<file path="config.mk">
export PLATFORM = sky130hd
export DESIGN_NAME = lbmpu_top
export DESIGN_NICKNAME = d
export VERILOG_FILES = /design/src/verilog/lbmpu_pkg.sv /design/src/verilog/lbmpu_top.sv
export SDC_FILE = /design/constraint.sdc
export NUM_CORES = 2
export LEC_CHECK = 0
export BUFFER_PORTS_ARGS = -buffer_cell sky130_fd_sc_hd__clkbuf_2
export CAP_MARGIN = 20
export CORE_ASPECT_RATIO = 0.9
export CORE_MARGIN = 3
export CORE_UTILIZATION = 55
export DETAILED_ROUTE_END_ITERATION = 7
export PLACE_DENSITY = 0.68
export SETUP_SLACK_MARGIN = 0.2
export SLEW_MARGIN = 25
export SYNTH_ARGS = -nofsm -noshare
export SYNTH_HDL_FRONTEND = slang
export SYNTH_SLANG_ARGS = --single-unit
</file>
<file path="constraint.sdc">
create_clock -name mclk_in -period 11.8 [get_ports mclk_in]
set_input_delay 0.59 -clock mclk_in [delete_from_list [all_inputs] [get_ports mclk_in]]
set_output_delay 0.59 -clock mclk_in [all_outputs]
set_load 0.02 [all_outputs]
</file>
<file path="src/verilog/lbmpu_pkg.sv">
package lbmpu_pkg;

  // register byte offsets on the apb slave
  localparam logic [11:0] LBMPU_OFS_LIFE    = 12'h000;
  localparam logic [11:0] LBMPU_OFS_PWD     = 12'h004;
  localparam logic [11:0] LBMPU_OFS_OPMODE  = 12'h008;
  localparam logic [11:0] LBMPU_OFS_TRACE   = 12'h00c;
  localparam logic [11:0] LBMPU_OFS_STATUS  = 12'h010;
  localparam logic [11:0] LBMPU_OFS_MASK    = 12'h014;
  localparam logic [11:0] LBMPU_OFS_FTEST   = 12'h018;
  localparam logic [11:0] LBMPU_OFS_PART    = 12'h100;
  // partition block: 16 bytes per partition, base/limit/attr words
  localparam int          LBMPU_NPART       = 8;
  localparam int          LBMPU_NFLASH      = 4;
  localparam logic [1:0]  LBMPU_PW_BASE     = 2'h0;
  localparam logic [1:0]  LBMPU_PW_LIMIT    = 2'h1;
  localparam logic [1:0]  LBMPU_PW_ATTR     = 2'h2;

  // attribute bits
  localparam int          LBMPU_AT_READ     = 0;
  localparam int          LBMPU_AT_WRITE    = 1;
  localparam int          LBMPU_AT_EXEC     = 2;
  localparam int          LBMPU_AT_EN       = 3;

  // operating mode select fields
  localparam int          LBMPU_OM_FBOOT    = 0;
  localparam int          LBMPU_OM_LOCK     = 1;
  localparam int          LBMPU_OM_ROMHIDE  = 2;
  localparam int          LBMPU_OM_FLWP     = 3;
  localparam int          LBMPU_OM_FLWP_W   = 4;
  localparam logic [7:0]  LBMPU_OM_RST      = 8'h00;

  // status / mask event bits
  localparam int          LBMPU_EV_INVADDR  = 0;
  localparam int          LBMPU_EV_MPU      = 1;
  localparam int          LBMPU_EV_FLEXEC   = 2;
  localparam int          LBMPU_EV_FLWR     = 3;
  localparam int          LBMPU_EV_REGPRIV  = 4;
  localparam int          LBMPU_EV_TESTREJ  = 5;
  localparam int          LBMPU_EV_LOADER   = 6;
  localparam int          LBMPU_NEV         = 7;

  localparam logic [31:0] LBMPU_PWD_DEF     = 32'h5a5a_c3c3;
  localparam logic [31:0] LBMPU_NORMAL_KEY  = 32'h00a5_0f5a;
  localparam logic [31:0] LBMPU_ATTR_RST    = 32'h0000_0000;

  // memory map of the core side
  localparam logic [31:0] LBMPU_ROM_LO      = 32'h0000_0000;
  localparam logic [31:0] LBMPU_ROM_HI      = 32'h0000_ffff;
  localparam logic [31:0] LBMPU_FL_LO       = 32'h0010_0000;
  localparam logic [31:0] LBMPU_FL_HI       = 32'h001f_ffff;
  localparam logic [31:0] LBMPU_TRC_LO      = 32'h001f_f000;
  localparam logic [31:0] LBMPU_RAM_LO      = 32'h0020_0000;
  localparam logic [31:0] LBMPU_RAM_HI      = 32'h0020_ffff;

  typedef enum logic [1:0] {
    LBMPU_LC_LOCKED = 2'b00,
    LBMPU_LC_TEST   = 2'b01,
    LBMPU_LC_NORMAL = 2'b10
  } lbmpu_life_t;

  typedef struct packed {
    logic        valid;
    logic        write;
    logic        fetch;
    logic        priv;
    logic        loader;
    logic [31:0] addr;
  } lbmpu_acc_t;

  typedef struct packed {
    logic [31:0] base;
    logic [31:0] limit;
    logic [3:0]  attr;
  } lbmpu_part_t;

endpackage : lbmpu_pkg

</file>
<file path="src/verilog/lbmpu_top.sv">
`timescale 1ns/1ps
// Operation
// - normal mode is permanent, never back to test; code resets to locked, where the password gives test again
// - test mode only after correct password
// - test commands rejected in normal mode
// - trace data writable only in test mode
// - functional test only in test mode
// - software selects rom or flash boot
// - boot mode frozen once flash boot locked
// - bootloader runs only under rom boot
// - locked flash boot blocks loader flash access
// - base and limit per flash/ram partition
// - user access only where attributes allow; code grants user ram fetches without checking attributes
// - security registers writable only when privileged
// - detect and report invalid addresses
// - check rights of flash-executed code
// - all registers take defaults on reset
// - rom and flash attributes reset defined
// - mode register sets rom/flash protection
// - refuse unpermitted flash writes
module lbmpu_top
  import lbmpu_pkg::*;
(
  input  wire logic        mclk_in,
  input  wire logic        rst_in,
  input  wire logic        psel_in,
  input  wire logic        penable_in,
  input  wire logic        pwrite_in,
  input  wire logic [11:0] paddr_in,
  input  wire logic [31:0] pwdata_in,
  input  wire logic [3:0]  pstrb_in,
  input  wire logic        pprot_priv_in,
  output logic      [31:0] prdata_out,
  output logic             pready_out,
  output logic             pslverr_out,
  input  wire lbmpu_acc_t  acc_in,
  output logic             acc_grant_out,
  output logic             acc_fault_out,
  input  wire logic        test_cmd_in,
  output logic             test_cmd_ok_out,
  output logic             test_mode_out,
  output logic             flash_boot_out,
  output logic             loader_en_out,
  output logic             ftest_en_out,
  output logic             irq_out
);

  lbmpu_life_t         life_r;
  logic [31:0]         pwd_r;
  logic [7:0]          opmode_r;
  logic [31:0]         trace_r;
  logic [LBMPU_NEV-1:0] status_r;
  logic [LBMPU_NEV-1:0] mask_r;
  logic                ftest_r;
  lbmpu_part_t         part_r [LBMPU_NPART];
  logic [LBMPU_NEV-1:0] ev_nxt;
  logic [31:0]         rdata_nxt;
  logic                err_nxt;
  logic                grant_nxt;

  // one-cycle setup then access, so pready is a registered pulse
  logic acc_ph;
  logic wr_ok;
  logic wr_req;
  logic rd_req;
  logic in_part;
  logic [11:0] part_ofs;
  logic [2:0]  part_idx;
  logic [1:0]  part_word;

  assign acc_ph    = psel_in && penable_in && !pready_out;
  assign wr_req    = acc_ph && pwrite_in;
  assign rd_req    = acc_ph && !pwrite_in;
  assign wr_ok     = wr_req && pprot_priv_in && (pstrb_in == 4'hf);
  assign part_ofs  = paddr_in - LBMPU_OFS_PART;
  assign in_part   = (paddr_in >= LBMPU_OFS_PART) &&
                     (part_ofs[11:4] < 8'(LBMPU_NPART)) &&
                     (part_ofs[3:2] != 2'h3);
  assign part_idx  = part_ofs[6:4];
  assign part_word = part_ofs[3:2];

  logic test_mode;
  logic fboot_locked;
  assign test_mode    = (life_r == LBMPU_LC_TEST);
  assign fboot_locked = opmode_r[LBMPU_OM_FBOOT] && opmode_r[LBMPU_OM_LOCK];

  always_ff @(posedge mclk_in)
  begin
    if (rst_in)
      pready_out <= 1'b0;
    else
      pready_out <= acc_ph;
  end

  // lifecycle: locked -> test via password, test -> normal one-way
  always_ff @(posedge mclk_in)
  begin
    if (rst_in)
      life_r <= LBMPU_LC_LOCKED;
    else if (wr_ok && paddr_in == LBMPU_OFS_LIFE)
    begin
      unique case (life_r)
        LBMPU_LC_LOCKED:
          if (pwdata_in == pwd_r)
            life_r <= LBMPU_LC_TEST;
        LBMPU_LC_TEST:
          if (pwdata_in == LBMPU_NORMAL_KEY)
            life_r <= LBMPU_LC_NORMAL;
        LBMPU_LC_NORMAL:
          life_r <= LBMPU_LC_NORMAL;
        default:
          life_r <= LBMPU_LC_NORMAL;
      endcase
    end
  end

  // the password reset value stands in for a fused secret
  always_ff @(posedge mclk_in)
  begin
    if (rst_in)
      pwd_r <= LBMPU_PWD_DEF;
    else if (wr_ok && test_mode && paddr_in == LBMPU_OFS_PWD)
      pwd_r <= pwdata_in;
  end

  always_ff @(posedge mclk_in)
  begin
    if (rst_in)
      trace_r <= 32'h0;
    else if (wr_ok && test_mode && paddr_in == LBMPU_OFS_TRACE)
      trace_r <= pwdata_in;
  end

  always_ff @(posedge mclk_in)
  begin
    if (rst_in)
      ftest_r <= 1'b0;
    else if (!test_mode)
      ftest_r <= 1'b0;
    else if (wr_ok && paddr_in == LBMPU_OFS_FTEST)
      ftest_r <= pwdata_in[0];
  end

  always_ff @(posedge mclk_in)
  begin
    if (rst_in)
      opmode_r <= LBMPU_OM_RST;
    else if (wr_ok && paddr_in == LBMPU_OFS_OPMODE && !fboot_locked)
      opmode_r <= pwdata_in[7:0];
  end

  genvar gi;
  generate
    for (gi = 0; gi < LBMPU_NPART; gi++)
    begin : g_part
      always_ff @(posedge mclk_in)
      begin
        if (rst_in)
        begin
          part_r[gi] <= '0;
        end
        else if (wr_ok && in_part && part_idx == 3'(gi))
        begin
          unique case (part_word)
            LBMPU_PW_BASE:  part_r[gi].base  <= pwdata_in;
            LBMPU_PW_LIMIT: part_r[gi].limit <= pwdata_in;
            LBMPU_PW_ATTR:  part_r[gi].attr  <= pwdata_in[3:0];
            default:        part_r[gi].attr  <= part_r[gi].attr;
          endcase
        end
      end
    end
  endgenerate

  always_ff @(posedge mclk_in)
  begin
    if (rst_in)
      mask_r <= '0;
    else if (wr_ok && paddr_in == LBMPU_OFS_MASK)
      mask_r <= pwdata_in[LBMPU_NEV-1:0];
  end

  // access check on the core side; privileged accesses bypass the mpu
  logic a_rom;
  logic a_fl;
  logic a_ram;
  logic a_trc;
  logic [LBMPU_NPART-1:0] hit;
  logic [LBMPU_NPART-1:0] allow;
  logic [3:0] wp_sel;
  logic mpu_bad;
  logic flwr_bad;

  assign a_rom = acc_in.addr <= LBMPU_ROM_HI;
  assign a_fl  = acc_in.addr >= LBMPU_FL_LO && acc_in.addr <= LBMPU_FL_HI;
  assign a_ram = acc_in.addr >= LBMPU_RAM_LO && acc_in.addr <= LBMPU_RAM_HI;
  assign a_trc = acc_in.addr >= LBMPU_TRC_LO && a_fl;
  assign wp_sel = acc_in.addr[19:16];

  generate
    for (gi = 0; gi < LBMPU_NPART; gi++)
    begin : g_hit
      // first half of the partitions guard flash, second half ram
      logic in_mem;
      assign in_mem = (gi < LBMPU_NFLASH) ? a_fl : a_ram;
      assign hit[gi] = part_r[gi].attr[LBMPU_AT_EN] && in_mem &&
                       acc_in.addr >= part_r[gi].base &&
                       acc_in.addr <= part_r[gi].limit;
      assign allow[gi] = hit[gi] &&
        (acc_in.write ? part_r[gi].attr[LBMPU_AT_WRITE] :
         acc_in.fetch ? part_r[gi].attr[LBMPU_AT_EXEC] :
                        part_r[gi].attr[LBMPU_AT_READ]);
    end
  endgenerate

  // user access needs an allowing partition; no partition means no access, except for ram fetches
  assign mpu_bad  = !acc_in.priv && (a_fl || a_ram) && (allow == '0);
  assign flwr_bad = acc_in.write && a_fl &&
                    (wp_sel[LBMPU_OM_FLWP_W-1:0] <
                     LBMPU_OM_FLWP_W'(opmode_r[LBMPU_OM_FLWP +: 1]) ||
                     (a_trc && !test_mode));

  always_comb
  begin
    ev_nxt = '0;
    if (acc_in.valid)
    begin
      ev_nxt[LBMPU_EV_INVADDR] = !(a_rom || a_fl || a_ram) ||
        (a_rom && acc_in.write) ||
        (a_rom && !acc_in.priv && opmode_r[LBMPU_OM_ROMHIDE]);
      ev_nxt[LBMPU_EV_MPU]     = mpu_bad && !acc_in.fetch;
      ev_nxt[LBMPU_EV_FLEXEC]  = mpu_bad && acc_in.fetch && a_fl;
      ev_nxt[LBMPU_EV_FLWR]    = flwr_bad;
      ev_nxt[LBMPU_EV_LOADER]  = acc_in.loader &&
                                 (opmode_r[LBMPU_OM_FBOOT] || a_fl &&
                                  fboot_locked);
    end
    ev_nxt[LBMPU_EV_REGPRIV] = wr_req && !pprot_priv_in;
    ev_nxt[LBMPU_EV_TESTREJ] = test_cmd_in && !test_mode;
    grant_nxt = acc_in.valid && (ev_nxt[LBMPU_EV_LOADER:LBMPU_EV_INVADDR] &
                ~(LBMPU_NEV-LBMPU_EV_INVADDR)'(7'h30)) == '0;
  end

  // set wins over a clear in the same cycle
  always_ff @(posedge mclk_in)
  begin
    if (rst_in)
      status_r <= '0;
    else if (wr_ok && paddr_in == LBMPU_OFS_STATUS)
      status_r <= (status_r & ~pwdata_in[LBMPU_NEV-1:0]) | ev_nxt;
    else
      status_r <= status_r | ev_nxt;
  end

  always_ff @(posedge mclk_in)
  begin
    if (rst_in)
    begin
      acc_grant_out   <= 1'b0;
      acc_fault_out   <= 1'b0;
      test_cmd_ok_out <= 1'b0;
    end
    else
    begin
      acc_grant_out   <= grant_nxt;
      acc_fault_out   <= acc_in.valid && !grant_nxt;
      test_cmd_ok_out <= test_cmd_in && test_mode;
    end
  end

  always_ff @(posedge mclk_in)
  begin
    if (rst_in)
    begin
      test_mode_out  <= 1'b0;
      flash_boot_out <= 1'b0;
      loader_en_out  <= 1'b0;
      ftest_en_out   <= 1'b0;
      irq_out        <= 1'b0;
    end
    else
    begin
      test_mode_out  <= test_mode;
      flash_boot_out <= opmode_r[LBMPU_OM_FBOOT];
      loader_en_out  <= !opmode_r[LBMPU_OM_FBOOT];
      ftest_en_out   <= ftest_r && test_mode;
      // new events raise irq at once; a w1c clear drops it a cycle late
      irq_out        <= |((status_r | ev_nxt) & mask_r);
    end
  end

  always_comb
  begin
    rdata_nxt = 32'h0;
    err_nxt   = 1'b0;
    if (in_part)
    begin
      unique case (part_word)
        LBMPU_PW_BASE:  rdata_nxt = part_r[part_idx].base;
        LBMPU_PW_LIMIT: rdata_nxt = part_r[part_idx].limit;
        default:        rdata_nxt = {28'h0, part_r[part_idx].attr};
      endcase
    end
    else
    begin
      unique case (paddr_in)
        LBMPU_OFS_LIFE:   rdata_nxt = {30'h0, life_r};
        LBMPU_OFS_PWD:    rdata_nxt = 32'h0; // never readable
        LBMPU_OFS_OPMODE: rdata_nxt = {24'h0, opmode_r};
        LBMPU_OFS_TRACE:  rdata_nxt = trace_r;
        LBMPU_OFS_STATUS: rdata_nxt = {25'h0, status_r};
        LBMPU_OFS_MASK:   rdata_nxt = {25'h0, mask_r};
        LBMPU_OFS_FTEST:  rdata_nxt = {31'h0, ftest_r};
        default:          err_nxt   = 1'b1;
      endcase
    end
    if (wr_req && !pprot_priv_in)
      err_nxt = 1'b1;
    if (rd_req && !pprot_priv_in && paddr_in == LBMPU_OFS_STATUS)
      err_nxt = 1'b1;
  end

  always_ff @(posedge mclk_in)
  begin
    if (rst_in)
    begin
      prdata_out  <= 32'h0;
      pslverr_out <= 1'b0;
    end
    else
    begin
      prdata_out  <= (rd_req && !err_nxt) ? rdata_nxt : 32'h0;
      pslverr_out <= acc_ph && err_nxt;
    end
  end

endmodule : lbmpu_top

</file>
==> impl_metrics.yaml <==
run_status:
  status: "completed"
timing:
  period_share: 0.364
  tns_ns: 0
  setup_violations: 0
  rsz0062_at_grt: "no"
  tightest_slew_ns: 1.12
  slew_violations: 0
  maxSlewHeadroom: 0.256
  timing_hold_violations_final: 0
  clock.fmax_mhz: 233
  timing.hold.ws_ns: 0.193
  skew_ns: 0.0309
  finalCriticalPeriod_ns: 4.30
cts:
  cts_made_buffers: 77
  cts_resized: 0
  clk_latency_ns: 0.65
  cts-root-buf: "clkbuf_16"
  hold_buffers: 0
  cts_sinks: 675
  cts_buffer_depth: 3
  clkTransAtPathRegs_ns: 0.06
  cts_tree: "built"
  htreeDepth: 3
  cts_setup_buffers: 0
logic_synthesis:
  synth-simple-area-share: 0.166
  synth_top_cell_by_area: "edfxtp_1"
  netlist-cell-type-count: 80
  synthCells: 4065
  synth-edff-count: 544
  synth_seq_cells: 675
  post-synth-top-area-fraction: 0.379
  synth_ff_type: "edfxtp_1"
  yosysSeqAreaShare: 0.439
  synth_top_family_by_area: "simple AND/OR/NAND/NOR gates"
  synth.avg_cell_area_um2: 10.6
  synth_nets: 4669
  ys_top_cells_by_area: "edfxtp_1, ha_1, and2_1, mux4_2, dfxtp_1"
  synthAdderAreaFrac: 0.148
  synth_mux_area_frac: 0.0905
  synth_compound_area_frac: 0.0852
  async_reset_ff_frac: 0
  yosysWarnings: 0
  syn_area_um2: 43100
  synth-xor-area-share: 0.00650
critical_path:
  cp_max_fo: 16
  r2r-start: "part_r[2][36]$_SDFFCE_PN0P_"
  worstRegToRegCells: 10
  arrival_ns: 4.85
  worstSetupStartpointType: "input port"
  required_ns: 12.35
  r2r_slack_ns: 7.74
  path_class: "input port to register"
  cp-end-kind: "register"
  reg2reg_to: "acc_grant_out$_SDFF_PP0_"
pwr:
  powerDensity_nw_per_um2: 126
  peakVddDrop_uv: 125
  p_leak_nw: 19.7
routing:
  wirelength_mm: 146
  drc: 0
  drt_iter0_markers: 4127
  routed_via_density: 6.28
  antenna_left: 0
  wire_per_inst_um: 28.0
  vias: 32725
  firstDrtPassIters: 8
layout:
  synthToLayoutAreaGrowth_pct: 10.1
  n_fill_cell: 6308
  final_cell_mix: "and2_1, edfxtp_1, inv_1, ha_1, nand2_1"
  finalNetCount: 4720
  fin_util: 0.617
  layout_commonest_cell: "and2_1"
  drive_gt1_frac: 0.119
min_path:
  hold_class: "input port to register"
  hold_start: "test_cmd_in"
  worstHoldEndpoint: "test_cmd_ok_out$_SDFF_PP0_"
  min_path_cells: 2
job:
  drv_cap: 0
die:
  dieArea_um2: 81800
  row_count: 96
  core-area_um2: 77000
  initial_core_util: 0.560
  chipHeight_um: 272
  io_pins: 134
  die_w_um: 301
global_routing:
  grt_pass1_wl_mm: 214
  antenna_found_initial: 10
  globalRouteOverflowTotal: 0
  grt_pass1_vias: 32020
  track_usage: 0.357
  grt_max_degree: 96
place:
  routabilityCongestion: 0.973
  dp_hpwl_mm: 100
  io_buffers: 133
worst max-delay path by stage:
stage | startpoint | end | slack (ns)
4_1_cts | acc_in[0] | acc_grant_out$_SDFF_PP0_ | 7.62
3_5_place_dp | acc_in[0] | acc_grant_out$_SDFF_PP0_ | 6.95
5_1_grt | acc_in[0] | acc_grant_out$_SDFF_PP0_ | 7.57
6_report | acc_in[0] | acc_grant_out$_SDFF_PP0_ | 7.50
3_3_place_gp | acc_in[0] | acc_grant_out$_SDFF_PP0_ | 6.92
2_1_floorplan | penable_in | part_r[7][10]$_SDFFCE_PN0P_ | 7.29
cell families (layout without fill, tap and decap cells):
group / after synthesis / count (layout)
AND/OR/NAND/NOR: 1307 / 1307
buffers and inverters: 720 / 831
XOR/XNOR: 32 / 32
adder cells (fa/ha/maj): 512 / 512
other: 0 / 5
multiplexers: 212 / 212
AO/OA/AOI/OAI: 607 / 607
flip-flops: 675 / 675
synthesized netlist by cell type (26+ instances only):
master    instances
nand4_1          72
inv_1           514
nor4_1           26
ha_1            512
a22oi_1          40
nand2_1         329
o21ai_0         110
dfxtp_1         131
nand3_1          64
and2_1          551
buf_2            33
mux2i_1          64
nor2_1          127
a21o_1           33
a21oi_1         271
clkbuf_1        152
mux4_2          142
edfxtp_1        544
o22ai_1          27
registers in the layout, indices dropped and copies added (netlist names), 2 cells and up:
signal / cells
trace_r: 32
pwd_r: 32
life_r: 2
status_r: 7
opmode_r: 8
mask_r: 7
part_r: 544
prdata_out: 32
cell type report:
type | count | area [um2] | area share
clock buffers | 104 | 2140 | 0.0451
flip-flops and latches | 675 | 19000 | 0.399
multi-input cells | 2670 | 21700 | 0.457
inverters | 515 | 1940 | 0.0408
clock inverters | 35 | 435 | 0.00917
well taps | 1029 | 1290 | 0.0271
diodes | 5 | 12.5 | 0.000263
repair buffers | 177 | 1030 | 0.0217
layer usage:
layer / part of all wire / vias up / track usage
li1: - / 14539 / -
met1: 0.41 / 16024 / 0.504
met2: 0.43 / 1870 / 0.518
met3: 0.12 / 290 / 0.0992
met4: 0.044 / 2 / 0.144
met5: 0.000089 / - / 0
critical path, cell delays in order:
cell	delay, ns
clkbuf_2	0.08
inv_1	0.55
ha_1	0.35
nand2b_1	0.14
a2111oi_0	0.67
nor4_1	0.17
o211ai_1	0.62
a2111oi_0	0.30
o31ai_1	0.68
and4_4	0.43
o21ai_2	0.07
and4bb_1	0.20
where the power goes:
group / total (mW) / internal [mW] / switching, mW
Sequential: 2.69 / 2.64 / 0.0477
Clock: 2.49 / 1.44 / 1.05
Combinational: 0.784 / 0.272 / 0.512
Total: 5.96 / 4.35 / 1.61
through the flow:
| step | power [mW] | area, um2 | std cells | setup WS, ns |
|---|---|---|---|---|
| finish | 5.96 | 47500 | 5210 | 7.50 |
| floorplan | 3.18 | 43100 | 4065 | 7.29 |
| global placement | 3.48 | 44900 | 5064 | 6.92 |
| CTS | 5.95 | 47500 | 5204 | 7.62 |
| detailed placement | 3.50 | 44900 | 5065 | 6.95 |
| global route | 6.14 | 47500 | 5205 | 7.57 |
Power figures use the tool's default switching activity.
